### src/pfh_pkg.sv
// package for the channel A input select, fast-settle and holdover bank
// assumes byte-wide registers at 16-bit addresses on the config port
package pfh_pkg;
   localparam int ADDR_W = 16;
   localparam int DATA_W = 8;
   localparam int FREQ_W = 24;
   localparam int RATE_W = 12;
   localparam int STEP_W = 8;

   // register offsets
   localparam logic [15:0] OFF_IN_SEL = 16'h042A;
   localparam logic [15:0] OFF_FAST = 16'h042B;
   localparam logic [15:0] OFF_HOLD = 16'h042C;
   localparam logic [15:0] OFF_HLEN = 16'h042E;
   localparam logic [15:0] OFF_HDLY = 16'h042F;
   localparam logic [15:0] OFF_CNT0 = 16'h0432;
   localparam logic [15:0] OFF_CNT1 = 16'h0433;
   localparam logic [15:0] OFF_CNT2 = 16'h0434;

   // writable bit masks, reserved bits read as zero
   localparam logic [7:0] MSK_IN_SEL = 8'h07;
   localparam logic [7:0] MSK_FAST = 8'h03;
   localparam logic [7:0] MSK_HOLD = 8'hF9;
   localparam logic [7:0] MSK_HIST = 8'h1F;
   localparam logic [7:0] MSK_CNT = 8'hFF;

   // reset values
   localparam logic [7:0] RST_IN_SEL = 8'h00;
   localparam logic [7:0] RST_FAST = 8'h00;
   localparam logic [7:0] RST_HOLD = 8'h01;
   localparam logic [7:0] RST_HIST = 8'h00;
   localparam logic [7:0] RST_CNT = 8'h00;

   // field positions
   localparam int FAST_AUTO_BIT = 0;
   localparam int FAST_FORCE_BIT = 1;
   localparam int HOLD_EN_BIT = 0;
   localparam int HOLD_BYP_BIT = 3;
   localparam int HOLD_EXIT_BIT = 4;
   localparam int HOLD_RATE_LSB = 5;
   localparam logic [2:0] SEL_FIRST_RSVD = 3'h4;
   localparam logic [1:0] SEL_DEFAULT = 2'h0;

   // base ramp rates in units of 0.01 ppm/s, by code 0..7
   localparam logic [11:0] RATE_C0 = 12'h094;
   localparam logic [11:0] RATE_C1 = 12'h0DE;
   localparam logic [11:0] RATE_C2 = 12'h0FD;
   localparam logic [11:0] RATE_C3 = 12'h076;
   localparam logic [11:0] RATE_C4 = 12'h04A;
   localparam logic [11:0] RATE_C5 = 12'h1FA;
   localparam logic [11:0] RATE_C6 = 12'h3F4;
   localparam logic [11:0] RATE_C7 = 12'hFD0;

   // history time unit is 2/3 x 10^-7 s; one sample strobe per unit
   localparam int HIST_LEN_UNITS = 4;
   localparam int HIST_DEPTH = 32;

   typedef enum logic [1:0] {
      FS_NORMAL = 2'b00,
      FS_AUTO = 2'b01,
      FS_EXIT = 2'b10
   } pfh_fast_state_t;
endpackage

### src/pfh_history_avg.sv
// holdover history averager: delayed window of input frequency samples
// assumes one sample strobe per 2/3 x 10^-7 s history time unit
`timescale 1ns/1ps
module pfh_history_avg #(
   parameter int W = pfh_pkg::FREQ_W,
   parameter int DEPTH = pfh_pkg::HIST_DEPTH
) (
   input wire logic clk_i, // system clock
   input wire logic rst_n_i, // async reset, active low
   input wire logic sample_i, // one pulse per history time unit
   input wire logic [W-1:0] freq_i, // measured input frequency word
   input wire logic [4:0] len_i, // history window length code
   input wire logic [4:0] delay_i, // history window delay code
   input wire logic freeze_i, // holdover active, stop tracking
   output logic [W-1:0] avg_o, // running window average
   output logic [W-1:0] hold_freq_o // frequency used in holdover
);
   import pfh_pkg::*;

   logic [W-1:0] line_reg [DEPTH];
   logic [W-1:0] avg_reg;
   logic [W-1:0] hold_reg;
   logic freeze_d_reg;
   logic [4:0] tap;
   logic [4:0] shift;
   logic [W-1:0] delayed;
   logic signed [W:0] diff;
   logic signed [W:0] step;

   // delay is 2^N units, clamped to the depth of the line
   assign tap = (delay_i >= 5'd5) ? 5'(DEPTH - 1) : 5'(5'd1 << delay_i);
   assign delayed = line_reg[tap];
   // window of (2^N - 1) x 4 units gives a decay of about N + 2 bits
   assign shift = (len_i > 5'd20) ? 5'd22 : len_i + 5'd2;
   assign diff = $signed({1'b0, delayed}) - $signed({1'b0, avg_reg});
   assign step = diff >>> shift;

   // sample delay line, newest at index 0
   genvar g;
   generate
      for (g = 0; g < DEPTH; g++) begin : g_line
         always_ff @(posedge clk_i or negedge rst_n_i) begin
            if (!rst_n_i) begin
               line_reg[g] <= '0;
            end else if (sample_i && !freeze_i) begin
               line_reg[g] <= (g == 0) ? freq_i : line_reg[(g == 0) ? 0 : g - 1];
            end
         end
      end
   endgenerate

   // average tracks only while out of holdover; captured on entry
   always_ff @(posedge clk_i or negedge rst_n_i) begin
      if (!rst_n_i) begin
         avg_reg <= '0;
         hold_reg <= '0;
         freeze_d_reg <= 1'b0;
      end else begin
         freeze_d_reg <= freeze_i;
         if (sample_i && !freeze_i) begin
            avg_reg <= W'($signed({1'b0, avg_reg}) + step);
         end
         if (freeze_i && !freeze_d_reg) begin
            hold_reg <= avg_reg;
         end
      end
   end

   assign avg_o = avg_reg;
   assign hold_freq_o = hold_reg;
endmodule

### src/pfh_ctrl.sv
// channel A input select, fast-settle and holdover control bank
// assumes a byte register port already decoded from the serial config port
// and lock, fault and frequency status inputs synchronous to clk_i
//
// Overview of operation
// - select field 2:0 picks input 0..3, default 0; codes 4-7 reserved
// - with register control low the select pins choose the input
// - fast-settle bit 0 enables automatic fast-settle, reset 0
// - fast-settle bit 1 forces fast-settle, reset 0
// - any active fast-settle selects the fast bandwidth set
// - auto and holdover exit: return to normal bandwidth once loss of lock clears
// - holdover control bit 0 enables holdover, reset 1
// - holdover bit 4 picks exit bandwidth: 0 fast, 1 normal
// - bits 7:5 give base ramp rate, scaled by step factor
// - window length is (2^N - 1) x 8/3 x 10^-7 s
// - holdover uses the averaged input frequency from the window
// - window delayed by 2^N x 2/3 x 10^-7 s into the past for N up to 4, else 31 units
`timescale 1ns/1ps
module pfh_ctrl #(
   parameter int FW = pfh_pkg::FREQ_W
) (
   input wire logic clk_i, // system clock, 20 MHz
   input wire logic rst_n_i, // async reset, active low
   input wire logic [pfh_pkg::ADDR_W-1:0] addr_i, // register address
   input wire logic [pfh_pkg::DATA_W-1:0] wdata_i, // write data
   input wire logic wr_i, // write strobe
   input wire logic rd_i, // read strobe
   input wire logic register_select_control_i, // 1: register picks input
   input wire logic [1:0] pin_select_i, // input choice from pins
   input wire logic loss_of_lock_flag_i, // loop not locked
   input wire logic input_fault_i, // selected input invalid
   input wire logic [pfh_pkg::STEP_W-1:0] ramp_step_factor_i, // step adjust
   input wire logic sample_i, // history time unit strobe
   input wire logic [FW-1:0] freq_i, // measured input frequency
   output logic [pfh_pkg::DATA_W-1:0] rdata_o, // read data
   output logic [1:0] input_choice_o, // active input 0..3
   output logic use_fast_bw_o, // fast bandwidth set in use
   output logic holdover_active_o, // loop in holdover
   output logic ramp_bypass_o, // ramp bypass bit
   output logic [19:0] ramp_rate_o, // ramp rate, 0.01 ppm/s units
   output logic [23:0] holdover_cycle_total_o, // cycle count value
   output logic [FW-1:0] holdover_freq_o // frequency used in holdover
);
   import pfh_pkg::*;

   ////////////////////////////////////////////////////////////////////////
   // registers

   logic [7:0] sel_reg;
   logic [7:0] fast_reg;
   logic [7:0] hold_reg;
   logic [7:0] hlen_reg;
   logic [7:0] hdly_reg;
   logic [7:0] cnt0_reg;
   logic [7:0] cnt1_reg;
   logic [7:0] cnt2_reg;
   logic [7:0] rdata_reg;
   logic [7:0] rdata_next;
   pfh_fast_state_t fs_reg;
   pfh_fast_state_t fs_next;
   logic [1:0] choice_reg;
   logic [1:0] choice_next;
   logic fast_bw_reg;
   logic fast_next;
   logic hold_act_reg;
   logic hold_act_next;
   logic hold_prev_reg;
   logic [19:0] rate_reg;
   logic [19:0] rate_next;
   logic [23:0] count_reg;

   // decoded write strobes and fields
   logic wr_sel, wr_fast, wr_hold, wr_hlen, wr_hdly;
   logic wr_cnt0, wr_cnt1, wr_cnt2;
   logic auto_en, forced, hold_en, exit_normal, hold_fell;
   logic [2:0] rate_code;
   logic [11:0] base_rate;

   // true when the address matches the given offset
   function automatic logic hit(input logic [15:0] a, input logic [15:0] off);
      hit = (a == off);
   endfunction

   // base ramp rate by code
   function automatic logic [11:0] rate_lut(input logic [2:0] c);
      case (c)
         3'h0: rate_lut = RATE_C0;
         3'h1: rate_lut = RATE_C1;
         3'h2: rate_lut = RATE_C2;
         3'h3: rate_lut = RATE_C3;
         3'h4: rate_lut = RATE_C4;
         3'h5: rate_lut = RATE_C5;
         3'h6: rate_lut = RATE_C6;
         default: rate_lut = RATE_C7;
      endcase
   endfunction

   ////////////////////////////////////////////////////////////////////////
   // address decode
   assign wr_sel = wr_i && hit(addr_i, OFF_IN_SEL);
   assign wr_fast = wr_i && hit(addr_i, OFF_FAST);
   assign wr_hold = wr_i && hit(addr_i, OFF_HOLD);
   assign wr_hlen = wr_i && hit(addr_i, OFF_HLEN);
   assign wr_hdly = wr_i && hit(addr_i, OFF_HDLY);
   assign wr_cnt0 = wr_i && hit(addr_i, OFF_CNT0);
   assign wr_cnt1 = wr_i && hit(addr_i, OFF_CNT1);
   assign wr_cnt2 = wr_i && hit(addr_i, OFF_CNT2);

   // register file, reserved bits masked to zero
   always_ff @(posedge clk_i or negedge rst_n_i) begin
      if (!rst_n_i) begin
         sel_reg <= RST_IN_SEL;
         fast_reg <= RST_FAST;
         hold_reg <= RST_HOLD;
         hlen_reg <= RST_HIST;
         hdly_reg <= RST_HIST;
         cnt0_reg <= RST_CNT;
         cnt1_reg <= RST_CNT;
         cnt2_reg <= RST_CNT;
      end else begin
         if (wr_sel) sel_reg <= wdata_i & MSK_IN_SEL;
         if (wr_fast) fast_reg <= wdata_i & MSK_FAST;
         if (wr_hold) hold_reg <= wdata_i & MSK_HOLD;
         if (wr_hlen) hlen_reg <= wdata_i & MSK_HIST;
         if (wr_hdly) hdly_reg <= wdata_i & MSK_HIST;
         if (wr_cnt0) cnt0_reg <= wdata_i & MSK_CNT;
         if (wr_cnt1) cnt1_reg <= wdata_i & MSK_CNT;
         if (wr_cnt2) cnt2_reg <= wdata_i & MSK_CNT;
      end
   end

   // read mux, unmapped addresses return zero
   always_comb begin
      rdata_next = 8'h00;
      if (rd_i) begin
         unique case (addr_i)
            OFF_IN_SEL: rdata_next = sel_reg;
            OFF_FAST: rdata_next = fast_reg;
            OFF_HOLD: rdata_next = hold_reg;
            OFF_HLEN: rdata_next = hlen_reg;
            OFF_HDLY: rdata_next = hdly_reg;
            OFF_CNT0: rdata_next = cnt0_reg;
            OFF_CNT1: rdata_next = cnt1_reg;
            OFF_CNT2: rdata_next = cnt2_reg;
            default: rdata_next = 8'h00;
         endcase
      end
   end

   ////////////////////////////////////////////////////////////////////////
   // input selection; a reserved code keeps the current input
   always_comb begin
      choice_next = choice_reg;
      if (!register_select_control_i) begin
         choice_next = pin_select_i;
      end else if (sel_reg[2:0] < SEL_FIRST_RSVD) begin
         choice_next = sel_reg[1:0];
      end
   end

   ////////////////////////////////////////////////////////////////////////
   // fields and holdover entry/exit
   assign auto_en = fast_reg[FAST_AUTO_BIT];
   assign forced = fast_reg[FAST_FORCE_BIT];
   assign hold_en = hold_reg[HOLD_EN_BIT];
   assign exit_normal = hold_reg[HOLD_EXIT_BIT];
   assign rate_code = hold_reg[7:HOLD_RATE_LSB];
   assign hold_act_next = hold_en && input_fault_i;
   assign hold_fell = hold_prev_reg && !hold_act_reg;
   assign base_rate = rate_lut(rate_code);
   assign rate_next = 20'(base_rate) * 20'(ramp_step_factor_i);

   // fast-settle state: auto entry on loss of lock, exit once locked
   always_comb begin
      fs_next = fs_reg;
      unique case (fs_reg)
         FS_NORMAL: begin
            if (hold_fell && !exit_normal) begin
               fs_next = FS_EXIT;
            end else if (auto_en && loss_of_lock_flag_i) begin
               fs_next = FS_AUTO;
            end
         end
         FS_AUTO: begin
            if (!auto_en || !loss_of_lock_flag_i) begin
               fs_next = FS_NORMAL;
            end
         end
         FS_EXIT: begin
            if (!loss_of_lock_flag_i || hold_act_reg) begin
               fs_next = FS_NORMAL;
            end
         end
         default: fs_next = FS_NORMAL;
      endcase
   end

   // fast bandwidth whenever forced or any fast-settle state is active
   assign fast_next = forced || (fs_next != FS_NORMAL);

   // state and output flops
   always_ff @(posedge clk_i or negedge rst_n_i) begin
      if (!rst_n_i) begin
         fs_reg <= FS_NORMAL;
         choice_reg <= SEL_DEFAULT;
         fast_bw_reg <= 1'b0;
         hold_act_reg <= 1'b0;
         hold_prev_reg <= 1'b0;
         rate_reg <= '0;
         count_reg <= '0;
         rdata_reg <= 8'h00;
      end else begin
         fs_reg <= fs_next;
         choice_reg <= choice_next;
         fast_bw_reg <= fast_next;
         hold_act_reg <= hold_act_next;
         hold_prev_reg <= hold_act_reg;
         rate_reg <= rate_next;
         count_reg <= {cnt2_reg, cnt1_reg, cnt0_reg};
         rdata_reg <= rdata_next;
      end
   end

   ////////////////////////////////////////////////////////////////////////
   // history averager, window length and delay from the registers
   pfh_history_avg #(
      .W(FW),
      .DEPTH(HIST_DEPTH)
   ) u_hist (
      .clk_i(clk_i),
      .rst_n_i(rst_n_i),
      .sample_i(sample_i),
      .freq_i(freq_i),
      .len_i(hlen_reg[4:0]),
      .delay_i(hdly_reg[4:0]),
      .freeze_i(hold_act_reg),
      .avg_o(),
      .hold_freq_o(holdover_freq_o)
   );

   // outputs
   assign rdata_o = rdata_reg;
   assign input_choice_o = choice_reg;
   assign use_fast_bw_o = fast_bw_reg;
   assign holdover_active_o = hold_act_reg;
   assign ramp_bypass_o = hold_reg[HOLD_BYP_BIT];
   assign ramp_rate_o = rate_reg;
   assign holdover_cycle_total_o = count_reg;
endmodule

### config.mk
export PLATFORM = sky130hd
export DESIGN_NAME = pfh_ctrl
export DESIGN_NICKNAME = d
export VERILOG_FILES = /design/src/pfh_pkg.sv /design/src/pfh_history_avg.sv /design/src/pfh_ctrl.sv
export SDC_FILE = /design/constraint.sdc
export NUM_CORES = 2
export LEC_CHECK = 0
export BUFFER_PORTS_ARGS = -buffer_cell sky130_fd_sc_hd__clkbuf_2
export CORE_ASPECT_RATIO = 1.1
export CORE_UTILIZATION = 45
export CTS_CLUSTER_SIZE = 12
export DETAILED_ROUTE_END_ITERATION = 10
export GPL_ROUTABILITY_DRIVEN = 1
export GPL_TIMING_DRIVEN = 0
export PLACE_DENSITY = 0.62
export SLEW_MARGIN = 15
export SYNTH_ARGS = -nofsm -noshare
export SYNTH_HDL_FRONTEND = slang
export SYNTH_HIERARCHICAL = 1
export SYNTH_SLANG_ARGS = --single-unit
### constraint.sdc
create_clock -name clk_i -period 14.3 [get_ports clk_i]
set_clock_uncertainty 0.1 [all_clocks]
set_input_delay 2.86 -clock clk_i [delete_from_list [all_inputs] [get_ports clk_i]]
set_output_delay 2.86 -clock clk_i [all_outputs]
set_load 0.02 [all_outputs]
# After elaboration in Yosys (flattened, before gate mapping)
# Index checks and enable logic that the tools add are counted.
word_totals:
  reg_bits: 920
  latchBits: 0
  mem_bits_rw: 0
  mem_bits_ro: 0
  inputBits: 66
  word_cells: 118
  n_memories: 0
op_classes:
  addsub: 3
  mul: 1
  div_mod_pow: 0
  magnitude_cmp: 4
  n_eq_ne: 17
  shift: 2
  n_mux: 15
  bitwise_logic: 1
  n_reduce_logical: 25
op_table:
  columns: ["op", "n"]
  rows:
  - ["equality test 16 x 11 -> 1 bit (second input constant)", 8]
  - ["binary-select mux 24 bit (select 5 bit)", 1]
  - ["case mux 12 bit (7 select lines)", 1]
  - ["case mux 8 bit (8 select lines)", 1]
  - ["2-to-1 mux 24 bit", 2]
  - [">>> shifter 25 x 5 -> 24 bit", 1]
  - ["subtractor 24 x 24 -> 25 bit", 1]
  - ["adder 24 bit", 1]
  - ["multiplier 12 x 8 -> 20 bit", 1]
  - ["logical AND 1 bit", 14]
  - ["2-to-1 mux 2 bit", 6]
  - ["2-to-1 mux 5 bit", 2]
  - ["equality test 3 bit (second input constant)", 3]
  - ["2-to-1 mux 8 bit", 1]
  - ["equality test 3 x 2 -> 1 bit (second input constant)", 2]
  - ["greater-or-equal comparator 6 bit (second input constant)", 1]
  - ["NOT 5 -> 6 bit", 1]
  - ["case mux 2 bit (3 select lines)", 1]
  - ["adder 5 x 2 -> 5 bit (second input constant)", 1]
  - ["greater-or-equal comparator 5 x 3 -> 1 bit (second input constant)", 1]
  - ["greater-than comparator 5 bit (second input constant)", 1]
  - ["zero test 1 bit", 5]
  - ["<< shifter 1 x 5 -> 5 bit (first input constant)", 1]
  - ["equality test 3 x 1 -> 1 bit (second input constant)", 1]
  - ["other kinds (8)", 10]

# Logic depth before layout (Yosys ltp)
logic_depth:
  word_depth: 9
  mapped_depth: 35
  depth_no_buf: 34

# Cells and area by module
# The synthesis kept the hierarchy.
by_module_without_submodules:
  columns: ["module", "instances", "cells_per_inst", "area_per_inst_um2"]
  rows:
  - ["pfh_history_avg", 1, 3702, 41280.8]
  - ["pfh_ctrl", 1, 645, 7045.5]

# Worst setup path before layout
# OpenSTA, ideal clock, no wires.
synth_path:
  path_type: "reg-to-reg"
  startpoint: "register hdly_reg[1]"
  endpoint: "register u_hist.avg_reg[22] (netlist: u_hist/avg_o[22])"
  arrival_time_ns: 7.102
  slack_ns: 6.965
  path_stages_with_launch: 35
  path_buffers: 3
  cell_sequence: "dfrtp_1 nor2b_1 o21ai_1 clkbuf_1 buf_1 clkbuf_1 a31oi_1 a211oi_1 a21oi_1 a21oi_1 ha_1 inv_1 fa_1 a211oi_1 o21ai_2 a2111oi_4 o31a_2 o21ai_2 xnor2_2 o21ai_2 mux2i_1 o21ai_0 a221oi_1 ha_1 fa_1 a211oi_1 o21ai_0 a21oi_1 o21ai_0 nand2_1 a31oi_1 or4_1 a31oi_1 xor2_1 o21ai_0"
synth_between:
  elab_chain_len: 9
synth_rtl:
  columns: ["item", "line", "text"]
  rows:
  - ["start: declaration", "pfh_ctrl.sv:53", "logic [7:0] hdly_reg;"]
  - ["start signal: assignment", "pfh_ctrl.sv:125", "if (wr_hdly) hdly_reg <= wdata_i & MSK_HIST;"]
  - ["greater-or-equal comparator 5 x 3 -> 1 bit or << shifter 1 x 5 -> 5 bit (tied branches)", "pfh_history_avg.sv:31", "assign tap = (delay_i >= 5'd5) ? 5'(DEPTH - 1) : 5'(5'd1 << delay_i);"]
  - ["2-to-1 mux 5 bit (*)", "pfh_history_avg.sv:31", null]
  - ["NOT 5 -> 6 bit (not written as such) (*)", "pfh_history_avg.sv:32", "assign delayed = line_reg[tap];"]
  - ["binary-select mux 24 bit (select 5 bit) (*)", "pfh_history_avg.sv:32", null]
  - ["2-to-1 mux 24 bit (not written as such) (*) (2 in series)", "pfh_history_avg.sv:32", null]
  - ["subtractor 24 x 24 -> 25 bit (*)", "pfh_history_avg.sv:35", "assign diff = $signed({1'b0, delayed}) - $signed({1'b0, avg_reg});"]
  - [">>> shifter 25 x 5 -> 24 bit (*)", "pfh_history_avg.sv:36", "assign step = diff >>> shift;"]
  - ["adder 24 bit (*)", "pfh_history_avg.sv:61", "avg_reg <= W'($signed({1'b0, avg_reg}) + step);"]
  - ["end signal: assignment", "pfh_history_avg.sv:61", null]
  - ["end: declaration", "pfh_history_avg.sv:21", "logic [W-1:0] avg_reg;"]
# Every way passes the cells marked *; elsewhere a longest branch is shown, timed or not. The select of a mux whose other input is x is not followed.
# A chain may end at the register's enable or synchronous reset.

# Worst setup path after layout
# Same ends and word-level chain as after synthesis.

==> impl_results.md <==
- Post-route setup TNS: 0 ns
- Post-CTS setup buffer count: 0
- Crit Path Class: register to register
- CP most frequent cell: o21ai_0
- Peak supply drop: 0.1168 mV
- Max FFs per register: 768
- Max incr delay on CP: 1.03 ns
- CTS Buffer Depth: 3
- Worst Path Required: 14.77 ns
- Post-synth top flop: dfrtp_1
- Crit end category: register
- Post-synth ARST share: 1.000
- Clk pwr share: 0.251
- Nets: 4821
- Post-Route WL: 155500 um
- Resize count post-CTS: 0
- CP arrival: 11.40 ns
- Hold Vio Cnt, Final: 0
- Post-Synthesis Cell Area: 48330 um^2
- First-pass GRT wire length: 233100 um
- Synthesized area per cell: between 10 and 15 um^2
- Routed len/inst: 25.60 um
- Tightest Pin Transition: 1.315 ns
- YS warnings: 6
- Register bit total from synthesis: about 920
- GPL Wtd Cong: roughly 1
- Slowest-stage cell, CP: a211oi_1
- Top cells by area, synth: dfrtp_1, mux2_2, a211oi_1, nand2_1, and3_1
- PortBufs: 143
- Grt ovf: 0
- Multi-input logic area: 23540 um^2
- Yosys top cell area share: 0.4764
- Largest net degree at the start of global routing: just under 100
- Remaining antenna violation count: 0
- Clock sink total: 921
- Yosys cell types: 92
- Die H: 345.7 um
- Leakage: 24.60 nW
- Max cap viols: 0
- CTS tree: built
- Pwr per Cell Area: between 150 and 200 nW/um^2
- Placement row count: approximately 130
- Core area: 106000 um^2
- Rel. slew slack: 0.1231
- Register share of total power: 0.402
- RSZ-0062 raised after global routing: no
- Root buffer selected by CTS: clkbuf_16
- Post-DP HPWL: 117600 um
- Final period util: 0.7645
- Diode count: 0
- Crit path launch type: register
- Initial antenna violation count: 3
- Overall fraction of global-route tracks in use: 0.2849
- Vias: 36.53k
- Starting utilization of the core area: 0.4557
- Via-to-Cell Ratio: 6.012
- Highest clock rate: 91.48 MHz
- Top post-synthesis cells by count: dfrtp_1, mux2_2, nand2_1, clkbuf_1, a211oi_1
- Post-Syn Nets: ~4.6k
- Worst skew pair latency: roughly 0.70 ns
- Layout area overhead: 12.68%
- H-Tree Level Count: 3
- Hold-fix buffers, CTS: 0
- Layout cell share with drive strength beyond 1: 0.2515
- Net switching share of the total power: 0.3563
- Post-synth EDFFs: 0
- CTS Buf Count: 100
- Sequential fraction of the synthesis area: 0.4769
- Vias in the first global route: 36.30k
- Slew Limit Fails: 0
- Critical Path Fanout Max: 10
- Internal power: between 6 and 7 mW
- Final Setup Violations: 0
- Dominant cell by count in the synthesized netlist: dfrtp_1
- Post-route DRC: 0
- Clock-pin slew on the worst setup and hold paths: 0.06 ns
- Synth Instances: 4347
- Initial DRC count: 3253
- Final-layout fill cell count: about 9.6k
- Final hold slack: 0.3001 ns
- Status: finished clean
- # IOs: 147
- Die Area: 108700 um^2
- Die width: 314.5 um
- Psw: 3.755 mW
- Fin crit period: 10.93 ns
- Synth area leader: dfrtp_1
- Combinational share of power: 0.347
- Worst Hold Class: register to register
- FF+latch area: approximately 23000 um^2
- Pre-Repair DR Iteration Count: 5
-- worst max-delay path: cells and delay by family (launching register included) --
| family | cells | cell delay (ns) |
|---|---|---|
| compound gates | 18 | 5.38 |
| xor+xnor | 2 | 0.63 |
| fa+ha+maj | 3 | 1.06 |
| simple gates | 6 | 1.34 |
| mux | 1 | 0.19 |
| flops | 1 | 0.45 |
| buf+inv | 2 | 1.61 |
-- cell usage in the layout (no fill, tap or decap), types with 7 or more instances in the layout --
cell type	netlist	final
clkinv_2	0	10
a31oi_1	109	109
nor2_1	73	73
o221ai_1	7	7
dfrtp_1	920	920
o21ai_0	95	95
mux2i_1	18	18
clkbuf_8	0	19
and3_1	202	202
o211ai_1	10	10
nand2b_1	17	17
ha_1	90	90
and2_1	53	53
nor2b_1	18	18
bufinv_16	0	8
o22ai_1	10	10
a211o_1	7	7
mux2_2	819	819
a21o_1	45	45
nand4_1	9	9
buf_16	0	11
a311oi_1	99	99
a211oi_1	281	281
fa_1	61	61
inv_1	127	127
xor2_1	22	22
nand3_1	28	28
nand2_1	534	534
a22oi_1	17	17
o21a_1	13	13
nor3_1	23	23
buf_1	11	11
xnor2_1	35	35
o31ai_1	7	7
buf_2	8	8
a21oi_1	161	161
clkbuf_1	306	333
clkbuf_2	0	146
clkbuf_16	0	100
-- logic make-up after synthesis --
group | Yosys count | share of synthesized area
and+or+nand+nor | 1001 | 0.09952
DFF | 921 | 0.4769
AOI/OAI and AO/OA | 920 | 0.1325
muxes | 839 | 0.1953
buffers and inverters | 455 | 0.03594
adders and majority gates | 152 | 0.04878
xor gates and xnor gates | 59 | 0.01100
-- power by group through the flow --
| stage | Clock (mW) | Sequential [mW] | Combinational, mW |
|---|---|---|---|
| after floorplan | 0 | 3.99 | 2.75 |
| after global placement | 0 | 4.24 | 3.54 |
| after detailed placement | 0 | 4.27 | 3.60 |
| after CTS | 2.70 | 4.22 | 3.62 |
| after global routing | 2.80 | 4.35 | 4.00 |
| final | 2.65 | 4.23 | 3.66 |
-- metrics by stage --
step	area, um^2	util	std cells	worst slack [ns]	power (mW)
5_1_grt	54460	0.5135	6076	3.002	11.16
6_report	54460	0.5135	6076	3.368	10.54
2_1_floorplan	48330	-	4347	6.965	6.740
3_5_place_dp	51120	0.4820	5899	3.690	7.862
4_1_cts	54450	0.5135	6076	3.683	10.54
3_3_place_gp	50790	0.4790	5887	-12.53	7.780
-- path summary, 6_finish.rpt --
| path | start | end | slack, ns | depth (start not counted) |
|---|---|---|---|---|
| setup / recovery | hdly_reg[1] | u_hist/avg_o[22] | 3.37 | 32 |
| max in group asynchronous | rst_n_i | u_hist/line_reg[542] | 10.15 | 5 |
| hold / removal | cnt1_reg[7] | holdover_cycle_total_o[15] | 0.30 | 0 |
| min in group asynchronous | rst_n_i | ramp_rate_o[8] | 1.91 | 1 |
| hold reg to reg | cnt1_reg[7] | holdover_cycle_total_o[15] | 0.30 | 0 |
| setup reg to reg | hdly_reg[1] | u_hist/avg_o[22] | 3.37 | 32 |
-- layout make-up --
class,instances,area share
Sequential cell,921,0.4232
Multi-Input combinational cell,2971,0.4323
Clock buffer,149,0.05264
Timing Repair Buffer,155,0.01907
Clock inverter,28,0.008662
Tap cell,1397,0.03210
Inverter,127,0.008754
Buffer,328,0.02323
-- metal layers --
layer  track usage  part of all wire  vias to the layer above
li1              -                 -                    16340
met1        0.3711              0.41                    18670
met2        0.4537              0.47                     1212
met3       0.05079             0.064                      314
met4        0.1456             0.054                        0
met5             0                 0                        -
Note: power is estimated with default switching activity, not from simulation.
